## src/inc/dcw_pkg.sv

```systemverilog
// constants, field layout and types for the decimal control word decoder
// assumes a 125 MHz single clock and an avalon-mm register slave
package dcw_pkg;

   // ---------------------------------------------------------------
   // register map, byte offsets, one 32-bit word each
   // ---------------------------------------------------------------
   localparam logic [7:0]  OFS_CTRL_WORD = 8'h00;
   localparam logic [7:0]  OFS_CMD       = 8'h04;
   localparam logic [7:0]  OFS_SRC_BASE  = 8'h08;
   localparam logic [7:0]  OFS_DST_BASE  = 8'h0c;
   localparam logic [7:0]  OFS_STATUS    = 8'h10;
   localparam logic [31:0] RST_WORD      = 32'h0000_0000;

   // command register fields
   localparam int CMD_OP_LSB   = 0;   // [2:0] instruction select
   localparam int CMD_NEWER    = 8;   // processor in a newer addressing mode
   localparam int CMD_GO       = 31;  // write one to decode

   // ---------------------------------------------------------------
   // control word fields, bit 1 of the word is bit 31 here
   // ---------------------------------------------------------------
   localparam int CW_SRC_LEN_LSB = 26;  // [31:26]
   localparam int CW_SRC_NEG     = 23;
   localparam int CW_DST_NEG     = 22;
   localparam int CW_FORCE_POS   = 20;
   localparam int CW_ROUND       = 19;
   localparam int CW_SRC_TYP_LSB = 16;  // [18:16]
   localparam int CW_DST_LEN_LSB = 10;  // [15:10]
   localparam int CW_SCALE_LSB   = 3;   // [9:3]
   localparam int CW_DST_TYP_LSB = 0;   // [2:0]
   localparam int LEN_W          = 6;
   localparam int SCALE_W        = 7;

   // digit widths in bits
   localparam logic [3:0] UNPACKED_DIGIT_BITS = 4'h8;
   localparam logic [3:0] PACKED_DIGIT_BITS   = 4'h4;

   typedef enum logic [2:0] {
      decimal_add_op, decimal_multiply_op, decimal_divide_op, decimal_move_op,
      decimal_compare_op, decimal_edit_op, binary_to_decimal_op, decimal_to_binary_op
   } dcw_op_t;

   typedef enum logic [2:0] {
      LEAD_SEP  = 3'h0,
      TRAIL_SEP = 3'h1,
      PACKED    = 3'h3,
      LEAD_EMB  = 3'h4,
      TRAIL_EMB = 3'h5
   } dcw_ftype_t;

   // alu decimal modes carried by a microinstruction
   localparam logic [1:0] MODE_ADJUST = 2'h0;
   localparam logic [1:0] MODE_OBTAIN = 2'h1;
   localparam logic [1:0] unpack_to_pack_mode   = 2'h2;
   localparam logic [1:0] unpack_to_unpack_mode = 2'h3;

   // obtain table, entry {dst_align, count} at bits [2i+1:2i]
   localparam logic [31:0] OBTAIN_TABLE = {
      2'h3, 2'h2, 2'h1, 2'h0,  2'h0, 2'h3, 2'h2, 2'h0,
      2'h3, 2'h0, 2'h3, 2'h0,  2'h1, 2'h0, 2'h0, 2'h0 };

   typedef struct packed {
      logic [LEN_W-1:0]   src_len;
      logic [LEN_W-1:0]   dst_len;
      logic               src_neg;
      logic               dst_neg;
      logic               force_pos;
      logic               round;
      logic [SCALE_W-1:0] scale;
   } dcw_fields_t;

   typedef struct packed {
      logic               legal;       // encoding is one of the five types
      logic               trailing;
      logic               packed_fmt;
      logic               embedded;
      logic [3:0]         digit_bits;
      logic [LEN_W-1:0]   ls_offset;   // byte offset of least significant digit
      logic [1:0]         ls_align;    // byte lane of that digit
   } dcw_fmt_t;

   typedef struct packed {
      logic               uc_mode_valid;  // microinstruction carries an alu decimal mode
      logic [1:0]         uc_mode;
      logic               uc_jump;        // jump microinstruction samples the condition
      logic [1:0]         uc_count;       // remaining data count, low bits
   } dcw_uc_t;

endpackage

```

## src/verilog/dcw_decode.sv

```systemverilog
// decimal control word decoder and decimal jump condition generator
// assumes one 125 MHz clock, avalon-mm master on the register side and
// the microcode sequencer on the same clock driving the uc inputs
//
// Our own choices: the address map and register access over Avalon-MM.
`timescale 1ns/10ps
`default_nettype none

// How it works
// (RULE_01) decode only in the two newer modes
// (RULE_02) software loads control word before instruction
// (RULE_03) extract source and destination digit lengths
// (RULE_04) source negation always, destination negation selectively
// (RULE_05) force positive for add, multiply, divide, move
// (RULE_06) round flag only for move
// (RULE_07) scale differential only add, move, compare
// (RULE_08) decode five field type encodings
// (RULE_09) software gives odd count for packed
// (RULE_10) low bit trailing or packed, high embedded
// (RULE_11) unpacked byte digits, packed nibble digits
// (RULE_12) unpack on entry, pack back on store; code sets both flags for unpacked fields, not packed
// (RULE_13) most significant digit at lowest address
// (RULE_14) process from highest address downward
// (RULE_15) alignment names least significant digit byte
// (RULE_16) jump bits follow preceding microinstruction mode
// (RULE_17) adjust mode uses destination alignment only
// (RULE_18) obtain uses destination alignment and count
// (RULE_19) unpack-to-pack uses source and destination alignment
// (RULE_20) unpack-to-unpack uses source alignment only
// (RULE_21) mode 00 gives destination alignment code
// (RULE_22) obtain is 01, conversions 10, 11
// (RULE_23) jump bits held until jump samples
module dcw_decode (
   input  wire logic                 clk,
   input  wire logic                 rst_n,
   input  wire logic [7:0]           avs_address,
   input  wire logic                 avs_read,
   input  wire logic                 avs_write,
   input  wire logic [31:0]          avs_writedata,
   input  wire logic [3:0]           avs_byteenable,
   output var  logic [31:0]          avs_readdata,
   output var  logic                 avs_waitrequest,
   input  wire dcw_pkg::dcw_uc_t     uc,
   output var  logic                 dec_start,
   output var  logic                 dec_illegal,
   output var  dcw_pkg::dcw_op_t     dec_op,
   output var  dcw_pkg::dcw_fields_t dec_fields,
   output var  dcw_pkg::dcw_fmt_t    dec_src_fmt,
   output var  dcw_pkg::dcw_fmt_t    dec_dst_fmt,
   output var  logic                 unpack_on_entry,
   output var  logic                 pack_on_store,
   output var  logic [31:0]          src_ls_addr,
   output var  logic [31:0]          dst_ls_addr,
   output var  logic                 walk_down,
   output var  logic [1:0]           decimal_jump_cond
);
   import dcw_pkg::*;

   // ---------------------------------------------------------------
   // functions
   // ---------------------------------------------------------------

   // field type and length to format; used for source and destination
   function automatic dcw_fmt_t field_fmt(input logic [2:0] typ, input logic [LEN_W-1:0] len,
                                          input logic [31:0] base);
      dcw_fmt_t   f;
      logic [31:0] ls;
      f = '0;
      f.legal      = (typ == LEAD_SEP) || (typ == TRAIL_SEP) || (typ == PACKED)
                     || (typ == LEAD_EMB) || (typ == TRAIL_EMB);          // [RULE_08]
      f.trailing   = typ[0] && !(typ == PACKED);                          // [RULE_10]
      f.packed_fmt = (typ == PACKED);                                     // [RULE_10]
      f.embedded   = typ[2];                                              // [RULE_10]
      f.digit_bits = f.packed_fmt ? PACKED_DIGIT_BITS : UNPACKED_DIGIT_BITS; // [RULE_11]
      // msd sits at base, so the lsd byte is the last one of the field
      if (f.packed_fmt) begin
         f.ls_offset = len >> 1;                                          // [RULE_13]
      end else begin
         f.ls_offset = (len == '0) ? '0 : len - 1'b1;                     // [RULE_13]
      end
      ls = base + {{(32-LEN_W){1'b0}}, f.ls_offset};
      f.ls_align = ls[1:0];                                               // [RULE_15]
      return f;
   endfunction

   // byte-enable merge for register writes
   function automatic logic [31:0] be_merge(input logic [31:0] old, input logic [31:0] wd,
                                            input logic [3:0] be);
      logic [31:0] r;
      r = old;
      for (int i = 0; i < 4; i++) begin
         if (be[i]) begin
            r[8*i +: 8] = wd[8*i +: 8];
         end
      end
      return r;
   endfunction

   // ---------------------------------------------------------------
   // avalon slave: one wait state, answer on the second edge
   // ---------------------------------------------------------------
   logic        req;
   logic        take;
   logic [31:0] ctrl_word;
   logic [31:0] cmd;
   logic [31:0] src_base;
   logic [31:0] dst_base;
   logic        st_valid;
   logic        st_illegal;
   logic        st_bad_len;
   logic [31:0] next_readdata;

   assign req  = avs_read || avs_write;
   assign take = req && !avs_waitrequest;

   // waitrequest drops for exactly one cycle per request
   always_ff @(posedge clk) begin
      if (!rst_n) begin
         avs_waitrequest <= 1'b1;
      end else begin
         avs_waitrequest <= !(req && avs_waitrequest);
      end
   end

   // read mux; unmapped offsets read zero
   always_comb begin
      next_readdata = '0;
      case (avs_address)
         OFS_CTRL_WORD: next_readdata = ctrl_word;
         OFS_CMD:       next_readdata = {1'b0, cmd[30:0]};
         OFS_SRC_BASE:  next_readdata = src_base;
         OFS_DST_BASE:  next_readdata = dst_base;
         OFS_STATUS:    next_readdata = {26'h0, decimal_jump_cond, st_bad_len, st_illegal, st_valid, 1'b0};
         default:       next_readdata = '0;
      endcase
   end

   // read data captured while waiting, stands at the answer edge
   always_ff @(posedge clk) begin
      if (!rst_n) begin
         avs_readdata <= RST_WORD;
      end else if (avs_read && avs_waitrequest) begin
         avs_readdata <= next_readdata;
      end
   end

   // register writes take effect only at the answer edge
   always_ff @(posedge clk) begin
      if (!rst_n) begin
         ctrl_word <= RST_WORD;
         cmd       <= RST_WORD;
         src_base  <= RST_WORD;
         dst_base  <= RST_WORD;
      end else if (take && avs_write) begin
         case (avs_address)
            OFS_CTRL_WORD: ctrl_word <= be_merge(ctrl_word, avs_writedata, avs_byteenable); // [RULE_02]
            OFS_CMD:       cmd       <= be_merge(cmd, avs_writedata, avs_byteenable);
            OFS_SRC_BASE:  src_base  <= be_merge(src_base, avs_writedata, avs_byteenable);
            OFS_DST_BASE:  dst_base  <= be_merge(dst_base, avs_writedata, avs_byteenable);
            default: ;
         endcase
      end
   end

   // ---------------------------------------------------------------
   // decode request
   // ---------------------------------------------------------------
   logic go;
   logic go_q;

   // go byte must be enabled; the go bit is stored but always reads back zero
   assign go = take && avs_write && (avs_address == OFS_CMD)
               && avs_byteenable[3] && avs_writedata[CMD_GO];

   // one cycle delay so the freshly written command is in cmd
   always_ff @(posedge clk) begin
      if (!rst_n) begin
         go_q <= 1'b0;
      end else begin
         go_q <= go;
      end
   end

   // ---------------------------------------------------------------
   // control word decode
   // ---------------------------------------------------------------
   dcw_op_t     op;
   logic        is_add;
   logic        is_mul;
   logic        is_div;
   logic        is_mov;
   logic        is_cmp;
   logic        newer_mode;
   dcw_fields_t next_fields;
   dcw_fmt_t    next_src_fmt;
   dcw_fmt_t    next_dst_fmt;

   assign op         = dcw_op_t'(cmd[CMD_OP_LSB +: 3]);
   assign newer_mode = cmd[CMD_NEWER];
   assign is_add     = (op == decimal_add_op);
   assign is_mul     = (op == decimal_multiply_op);
   assign is_div     = (op == decimal_divide_op);
   assign is_mov     = (op == decimal_move_op);
   assign is_cmp     = (op == decimal_compare_op);

   // field extraction with per-instruction gating; ignored flags read zero
   always_comb begin
      next_fields           = '0;
      next_fields.src_len   = ctrl_word[CW_SRC_LEN_LSB +: LEN_W];                   // [RULE_03]
      next_fields.dst_len   = ctrl_word[CW_DST_LEN_LSB +: LEN_W];                   // [RULE_03]
      next_fields.src_neg   = ctrl_word[CW_SRC_NEG];                                // [RULE_04]
      next_fields.dst_neg   = ctrl_word[CW_DST_NEG]
                              && (is_add || is_mul || is_div || is_cmp);            // [RULE_04]
      next_fields.force_pos = ctrl_word[CW_FORCE_POS]
                              && (is_add || is_mul || is_div || is_mov);            // [RULE_05]
      next_fields.round     = ctrl_word[CW_ROUND] && is_mov;                        // [RULE_06]
      next_fields.scale     = (is_add || is_mov || is_cmp)
                              ? ctrl_word[CW_SCALE_LSB +: SCALE_W] : '0;            // [RULE_07]
   end

   assign next_src_fmt = field_fmt(ctrl_word[CW_SRC_TYP_LSB +: 3], ctrl_word[CW_SRC_LEN_LSB +: LEN_W],
                                   src_base);
   assign next_dst_fmt = field_fmt(ctrl_word[CW_DST_TYP_LSB +: 3], ctrl_word[CW_DST_LEN_LSB +: LEN_W],
                                   dst_base);

   // decoded outputs load only when the mode allows the instruction
   always_ff @(posedge clk) begin
      if (!rst_n) begin
         dec_op          <= decimal_add_op;
         dec_fields      <= '0;
         dec_src_fmt     <= '0;
         dec_dst_fmt     <= '0;
         unpack_on_entry <= 1'b0;
         pack_on_store   <= 1'b0;
         src_ls_addr     <= RST_WORD;
         dst_ls_addr     <= RST_WORD;
         walk_down       <= 1'b0;
      end else if (go_q && newer_mode) begin                                         // [RULE_01]
         dec_op          <= op;
         dec_fields      <= next_fields;
         dec_src_fmt     <= next_src_fmt;
         dec_dst_fmt     <= next_dst_fmt;
         unpack_on_entry <= !next_src_fmt.packed_fmt;                               // [RULE_12]
         pack_on_store   <= !next_dst_fmt.packed_fmt;                               // [RULE_12]
         src_ls_addr     <= src_base + {26'h0, next_src_fmt.ls_offset};             // [RULE_14]
         dst_ls_addr     <= dst_base + {26'h0, next_dst_fmt.ls_offset};             // [RULE_14]
         walk_down       <= 1'b1;                                                   // [RULE_14]
      end
   end

   // start and illegal pulses, one cycle each
   always_ff @(posedge clk) begin
      if (!rst_n) begin
         dec_start   <= 1'b0;
         dec_illegal <= 1'b0;
      end else begin
         dec_start   <= go_q && newer_mode;                                         // [RULE_01]
         dec_illegal <= go_q && !newer_mode;                                        // [RULE_01]
      end
   end

   // status flags follow the latest decode request
   always_ff @(posedge clk) begin
      if (!rst_n) begin
         st_valid   <= 1'b0;
         st_illegal <= 1'b0;
         st_bad_len <= 1'b0;
      end else if (go_q) begin
         st_valid   <= newer_mode && next_src_fmt.legal && next_dst_fmt.legal;
         st_illegal <= !newer_mode;
         // even packed count is a software fault; flagged, not trapped
         st_bad_len <= (next_src_fmt.packed_fmt && !next_fields.src_len[0])
                       || (next_dst_fmt.packed_fmt && !next_fields.dst_len[0]);     // [RULE_09]
      end
   end

   // ---------------------------------------------------------------
   // decimal jump conditions
   // ---------------------------------------------------------------
   logic [1:0] src_al;
   logic [1:0] dst_al;
   logic [1:0] next_cond;
   logic [4:0] obt_idx;

   assign src_al  = dec_src_fmt.ls_align;                                           // [RULE_15]
   assign dst_al  = dec_dst_fmt.ls_align;                                           // [RULE_15]
   assign obt_idx = {dst_al, uc.uc_count, 1'b0};                                    // entry i at bit 2i

   // per-mode selection of the condition inputs
   always_comb begin
      next_cond = 2'h0;
      case (uc.uc_mode)
         MODE_ADJUST:           next_cond = dst_al;                                  // [RULE_17] [RULE_21]
         MODE_OBTAIN:           next_cond = OBTAIN_TABLE[obt_idx +: 2];              // [RULE_18] [RULE_22]
         unpack_to_pack_mode:   next_cond = dst_al - src_al;                         // [RULE_19] [RULE_22]
         unpack_to_unpack_mode: next_cond = src_al;                                  // [RULE_20] [RULE_22]
         default:               next_cond = 2'h0;
      endcase
   end

   // loads only on a mode-bearing microinstruction, so it holds through the jump
   always_ff @(posedge clk) begin
      if (!rst_n) begin
         decimal_jump_cond <= 2'h0;
      end else if (uc.uc_mode_valid) begin
         decimal_jump_cond <= next_cond;                                             // [RULE_16] [RULE_23]
      end
   end
endmodule
`default_nettype wire

```

## config.mk

```make
export PLATFORM = sky130hd
export DESIGN_NAME = dcw_decode
export DESIGN_NICKNAME = d
export VERILOG_FILES = /design/src/inc/dcw_pkg.sv /design/src/verilog/dcw_decode.sv
export SDC_FILE = /design/constraint.sdc
export NUM_CORES = 1
export LEC_CHECK = 0
export BUFFER_PORTS_ARGS = -buffer_cell sky130_fd_sc_hd__buf_2
export CAP_MARGIN = 20
export CORE_UTILIZATION = 35
export CTS_BUF_LIST = sky130_fd_sc_hd__clkbuf_16
export DETAILED_ROUTE_END_ITERATION = 16
export PLACE_DENSITY = 0.63
export SYNTH_ARGS = -nofsm -noshare
export SYNTH_HDL_FRONTEND = slang
export SYNTH_SLANG_ARGS = --single-unit
export TNS_END_PERCENT = 20
```

## constraint.sdc

```tcl
create_clock -name clk -period 4.8 [get_ports clk]
set_input_delay 0.96 -clock clk [delete_from_list [all_inputs] [get_ports clk]]
set_output_delay 0.96 -clock clk [all_outputs]
set_load 0.005 [all_outputs]
```

==> qor_table.md <==
| Quantity | Reported |
| --- | --- |
| Run status | finished, final reports clean |
| Power density normalized to cell area | 323 nW/µm² |
| Post_cts resized | 0 |
| Source of the critical timing path | ctrl_word[10] |
| Largest stage delay, worst path | 630 ps |
| Class of the tightest hold or removal check | reg -> reg |
| Number of max-cap violations | 0 |
| Final number of max-transition violations | 0 |
| Antenna-violating nets left | 0 |
| I/O pin total | 216 |
| Kind of end point of the critical path | flop |
| Cell Int Power | 3.75 mW |
| Capture point of the worst reg-to-reg path | dst_ls_addr[10] |
| Max H-tree Level | 1 |
| Routability congestion estimate from global placement | 0.904 |
| Clock buffer count from CTS | 31 |
| Number of cell instances on the worst register-to-register path | 12 |
| Cell chain of the critical path | inv_1 -> ha_1 -> nand2b_1 -> nor4_1 -> o22ai_1 -> ha_1 -> fa_1 -> a211oi_1 -> o21a_1 -> nor3b_1 -> xnor2_1 -> a211oi_1 |
| Maximum VDD drop | 0.236 mV |
| Number of sinks on the clock net | 281 |
| DRC violations left | 0 |
| Post-route fraction of the period consumed by the critical path | 86.1% |
| Standby leakage power | 6.02 nW |
| Final count of hold timing violations | 0 |
| Total stage count of the critical path | 12 |
| Antenna violations before repair | 3 |
| Wire length of the first global-routing pass | 64.2 mm |
| Post-synth design cell area | 12600 µm² |
| Total global routing overflow | 0 |
| Non-Filler Instances | 2078 |
| Unrepaired setup endpoints after global routing | false |
| Skew final | 17.4 ps |
| Cell family with most CP delay | compound AO/OA/AOI/OAI gates |
| Die W | 192 µm |
| Sequential share of power | 48.5% |
| Sequential area share after synthesis | 44.5% |
| Vias post-DR | 11400 |
| Critical Path End | dst_ls_addr[10] |
| Full die area | 36900 µm² |
| Reported net switching power | 1.07 mW |
| Final wirelength | 41.9 mm |
| Switching Fraction | 22.3% |
| Latest clock arrival within the worst-skew pair | 560 ps |
| Post-synth EDFFs | 0 |
| Avg Synthesized Cell Area | 8.75 µm² |
| Die height | 192 µm |
| Vias in the first global route | 10800 |
| Setup bufs post-CTS | 0 |
| Mean routed wirelength per cell | 20.2 µm |
| Initial Util | 35.5% |
| Area grow syn2layout | 18.1% |
| Clock-pin slew on the worst setup and hold paths | 60 ps |
| Number of distinct standard cells referenced by the synthesized netlist | 59 |
| Worst hold path depth | 1 |
| Fraction of final layout cells with drive strength greater than 1 | 19.3% |
| Hold buffer count at CTS | 0 |
| Clock buffer depth | 3 |
| # fillers | 3591 |
| Number of warnings reported in the yosys synthesis log | 0 |
| Reg2Reg Launch Point | ctrl_word[10] |
| Max Clk Rate | 242 MHz |
| Final total negative setup slack | 0 ps |
| Iteration-0 DRC count of the detailed router | 837 |
| Final period demand of the worst path | 4130 ps |
| Worst-case register-to-register setup slack | 670 ps |
| Core area | 35600 µm² |
| Fraction of synthesis flops using an asynchronous set or reset pin | 0% |
| DP Area | 14000 µm² |
| CTS tree | yes |
| Total number of placement rows | 69 |
| Most frequent cells in the layout | sky130_fd_sc_hd__dfxtp_1, sky130_fd_sc_hd__buf_2, sky130_fd_sc_hd__nand2_1 |
| Worst slew pin tran | 935 ps |
| Worst path bufs/invs | 1 |
| Total Routing Usage GR | 22.5% |
| # placed instances | 2021 |
| Count of endpoints failing setup in the final report | 0 |
| Most common cell after layout, fill and taps aside | sky130_fd_sc_hd__dfxtp_1 |
| Number of flip-flops and latches in the synthesized netlist | 281 |
| Worst path arrival time | 4590 ps |
| Gate power share | 3.2% |
| Clock power frac | 48.3% |
| CTS Root Buffer Type | sky130_fd_sc_hd__clkbuf_16 |
| Gate count of the mapped netlist | 1445 |
| Critical Path Fanout Max | 13 |
| Final cell area excluding filler cells | 14900 µm² |
| Slew HR | 37.5% |
| Number of vias per cell after detailed routing | 5.49 |
| Length of the first detailed-routing pass in iterations | 6 |
| Cell with the biggest individual delay on the critical path | sky130_fd_sc_hd__o21a_1 |
| Crit Path Class | reg -> reg |
| Predominant post-synthesis flop cell | sky130_fd_sc_hd__dfxtp_1 |
| Launch instance of the worst min-delay path | avs_waitrequest |
| Crit path required time | 5260 ps |
| Nets | 1668 |
| HPWL reported at the end of detailed placement | 30.1 mm |
| Pin count of the biggest net entering global routing | 87 |
| Number of I/O port buffers | 210 |
| Startpoint class of the critical path | flop |
## routing by layer
layer	global-route usage [%]	part of all wire [%]	vias to the layer above	wire length [µm]
met5	0	0.024	-	10
met4	6.09	2.4	2	1010
met3	4.26	7.5	64	3130
met2	35.8	45	394	18700
met1	31.1	45	5472	19100
li1	-	-	5477	-
## cells by family (layout without fill, tap and decap cells)
family | Yosys count | after routing | share of synthesized area (%)
AO/OA/AOI/OAI | 354 | 354 | 16.5
XOR/XNOR | 50 | 50 | 3.46
adder cells (fa/ha/maj) | 21 | 21 | 2.20
buffers and inverters | 137 | 304 | 4.52
flip-flops | 281 | 281 | 44.5
multiplexers | 78 | 78 | 8.94
other | 1 | 6 | 0.0297
AND/OR/NAND/NOR | 523 | 523 | 19.8
## area by class of cell
cell class                      instances  area [µm²]  share of cell area, %
Timing Repair Buffer                  230        1200                   8.06
Clock inverter                         24         204                   1.37
Sequential cell                       281        5630                   37.7
Clock buffer                           31         776                   5.19
Inverter                               19        73.8                  0.494
Multi-Input combinational cell       1030        6470                   43.3
Antenna cell                            2        5.00                 0.0335
Tap cell                              461         577                   3.86
## worst min-delay path by stage
stage                     slack (ps)               to
after floorplan                  420  avs_waitrequest
after global placement           420  avs_waitrequest
after detailed placement         430  avs_waitrequest
after CTS                        440  avs_waitrequest
after global routing             470  dst_ls_addr[15]
final                            450  avs_waitrequest
## power groups by stage
stage               Combinational [mW]  Sequential [mW]  Clock [mW]
CTS                              0.154             2.34        2.37
global placement                 0.152             2.39           0
detailed placement               0.154             2.39           0
finish                           0.155             2.34        2.33
floorplan                       0.0834             2.39           0
global route                     0.167             2.34        2.45
## state kept, by name, indices dropped and copies added (netlist names)
signal and cells:
dec_illegal 1, src_ls_addr 31, avs_waitrequest 1, dst_al 1, avs_readdata 32, dec_dst_fmt 11
walk_down 1, st_illegal 1, src_al 1, st_valid 1, dst_ls_addr 31, decimal_jump_cond 2
dec_op 3, go_q 1, src_base 32, cmd 31, st_bad_len 1, dec_start 1
ctrl_word 32, dst_base 32, dec_fields 23, dec_src_fmt 11
## per-stage QoR
stage,utilization [%],hold WS [ps],power [mW],setup slack (ps)
2_1_floorplan,-,423,2.47,1630
3_3_place_gp,39.2,416,2.54,1050
3_5_place_dp,39.2,427,2.54,901
4_1_cts,42.0,443,4.86,844
5_1_grt,42.0,474,4.96,468
6_report,42.0,445,4.82,665
## Yosys cell counts, types with 4 or more instances
cell,count,area share [%]
sky130_fd_sc_hd__xor2_1,6,0.42
sky130_fd_sc_hd__a22oi_1,11,0.65
sky130_fd_sc_hd__a31oi_1,6,0.30
sky130_fd_sc_hd__mux2_2,6,0.53
sky130_fd_sc_hd__or3_1,4,0.20
sky130_fd_sc_hd__and4_1,8,0.55
sky130_fd_sc_hd__a21o_1,4,0.24
sky130_fd_sc_hd__o21ai_0,125,4.9
sky130_fd_sc_hd__mux2i_1,45,3.6
sky130_fd_sc_hd__buf_4,13,0.77
sky130_fd_sc_hd__nor3b_1,7,0.42
sky130_fd_sc_hd__buf_1,6,0.18
sky130_fd_sc_hd__o31ai_1,9,0.53
sky130_fd_sc_hd__a211oi_1,12,0.71
sky130_fd_sc_hd__a21oi_1,121,4.8
sky130_fd_sc_hd__and2_1,10,0.49
sky130_fd_sc_hd__nor3_1,23,0.91
sky130_fd_sc_hd__or4_1,10,0.59
sky130_fd_sc_hd__ha_1,19,1.9
sky130_fd_sc_hd__nor4b_1,5,0.35
sky130_fd_sc_hd__a22o_1,35,2.4
sky130_fd_sc_hd__clkbuf_1,92,2.7
sky130_fd_sc_hd__and3_1,4,0.20
sky130_fd_sc_hd__nor4_1,18,0.89
sky130_fd_sc_hd__xnor2_1,44,3.0
sky130_fd_sc_hd__nand3b_1,6,0.36
sky130_fd_sc_hd__nand3_1,119,4.7
sky130_fd_sc_hd__buf_2,7,0.28
sky130_fd_sc_hd__o211ai_1,10,0.59
sky130_fd_sc_hd__dfxtp_1,281,44
sky130_fd_sc_hd__nand2_1,187,5.6
sky130_fd_sc_hd__a211o_1,4,0.28
sky130_fd_sc_hd__nor2_1,88,2.6
sky130_fd_sc_hd__o21a_1,5,0.30
sky130_fd_sc_hd__nand4_1,15,0.74
sky130_fd_sc_hd__inv_1,18,0.53
sky130_fd_sc_hd__nand2b_1,8,0.40
sky130_fd_sc_hd__mux4_2,26,4.6
No activity file was read; power rests on OpenSTA's default activity.
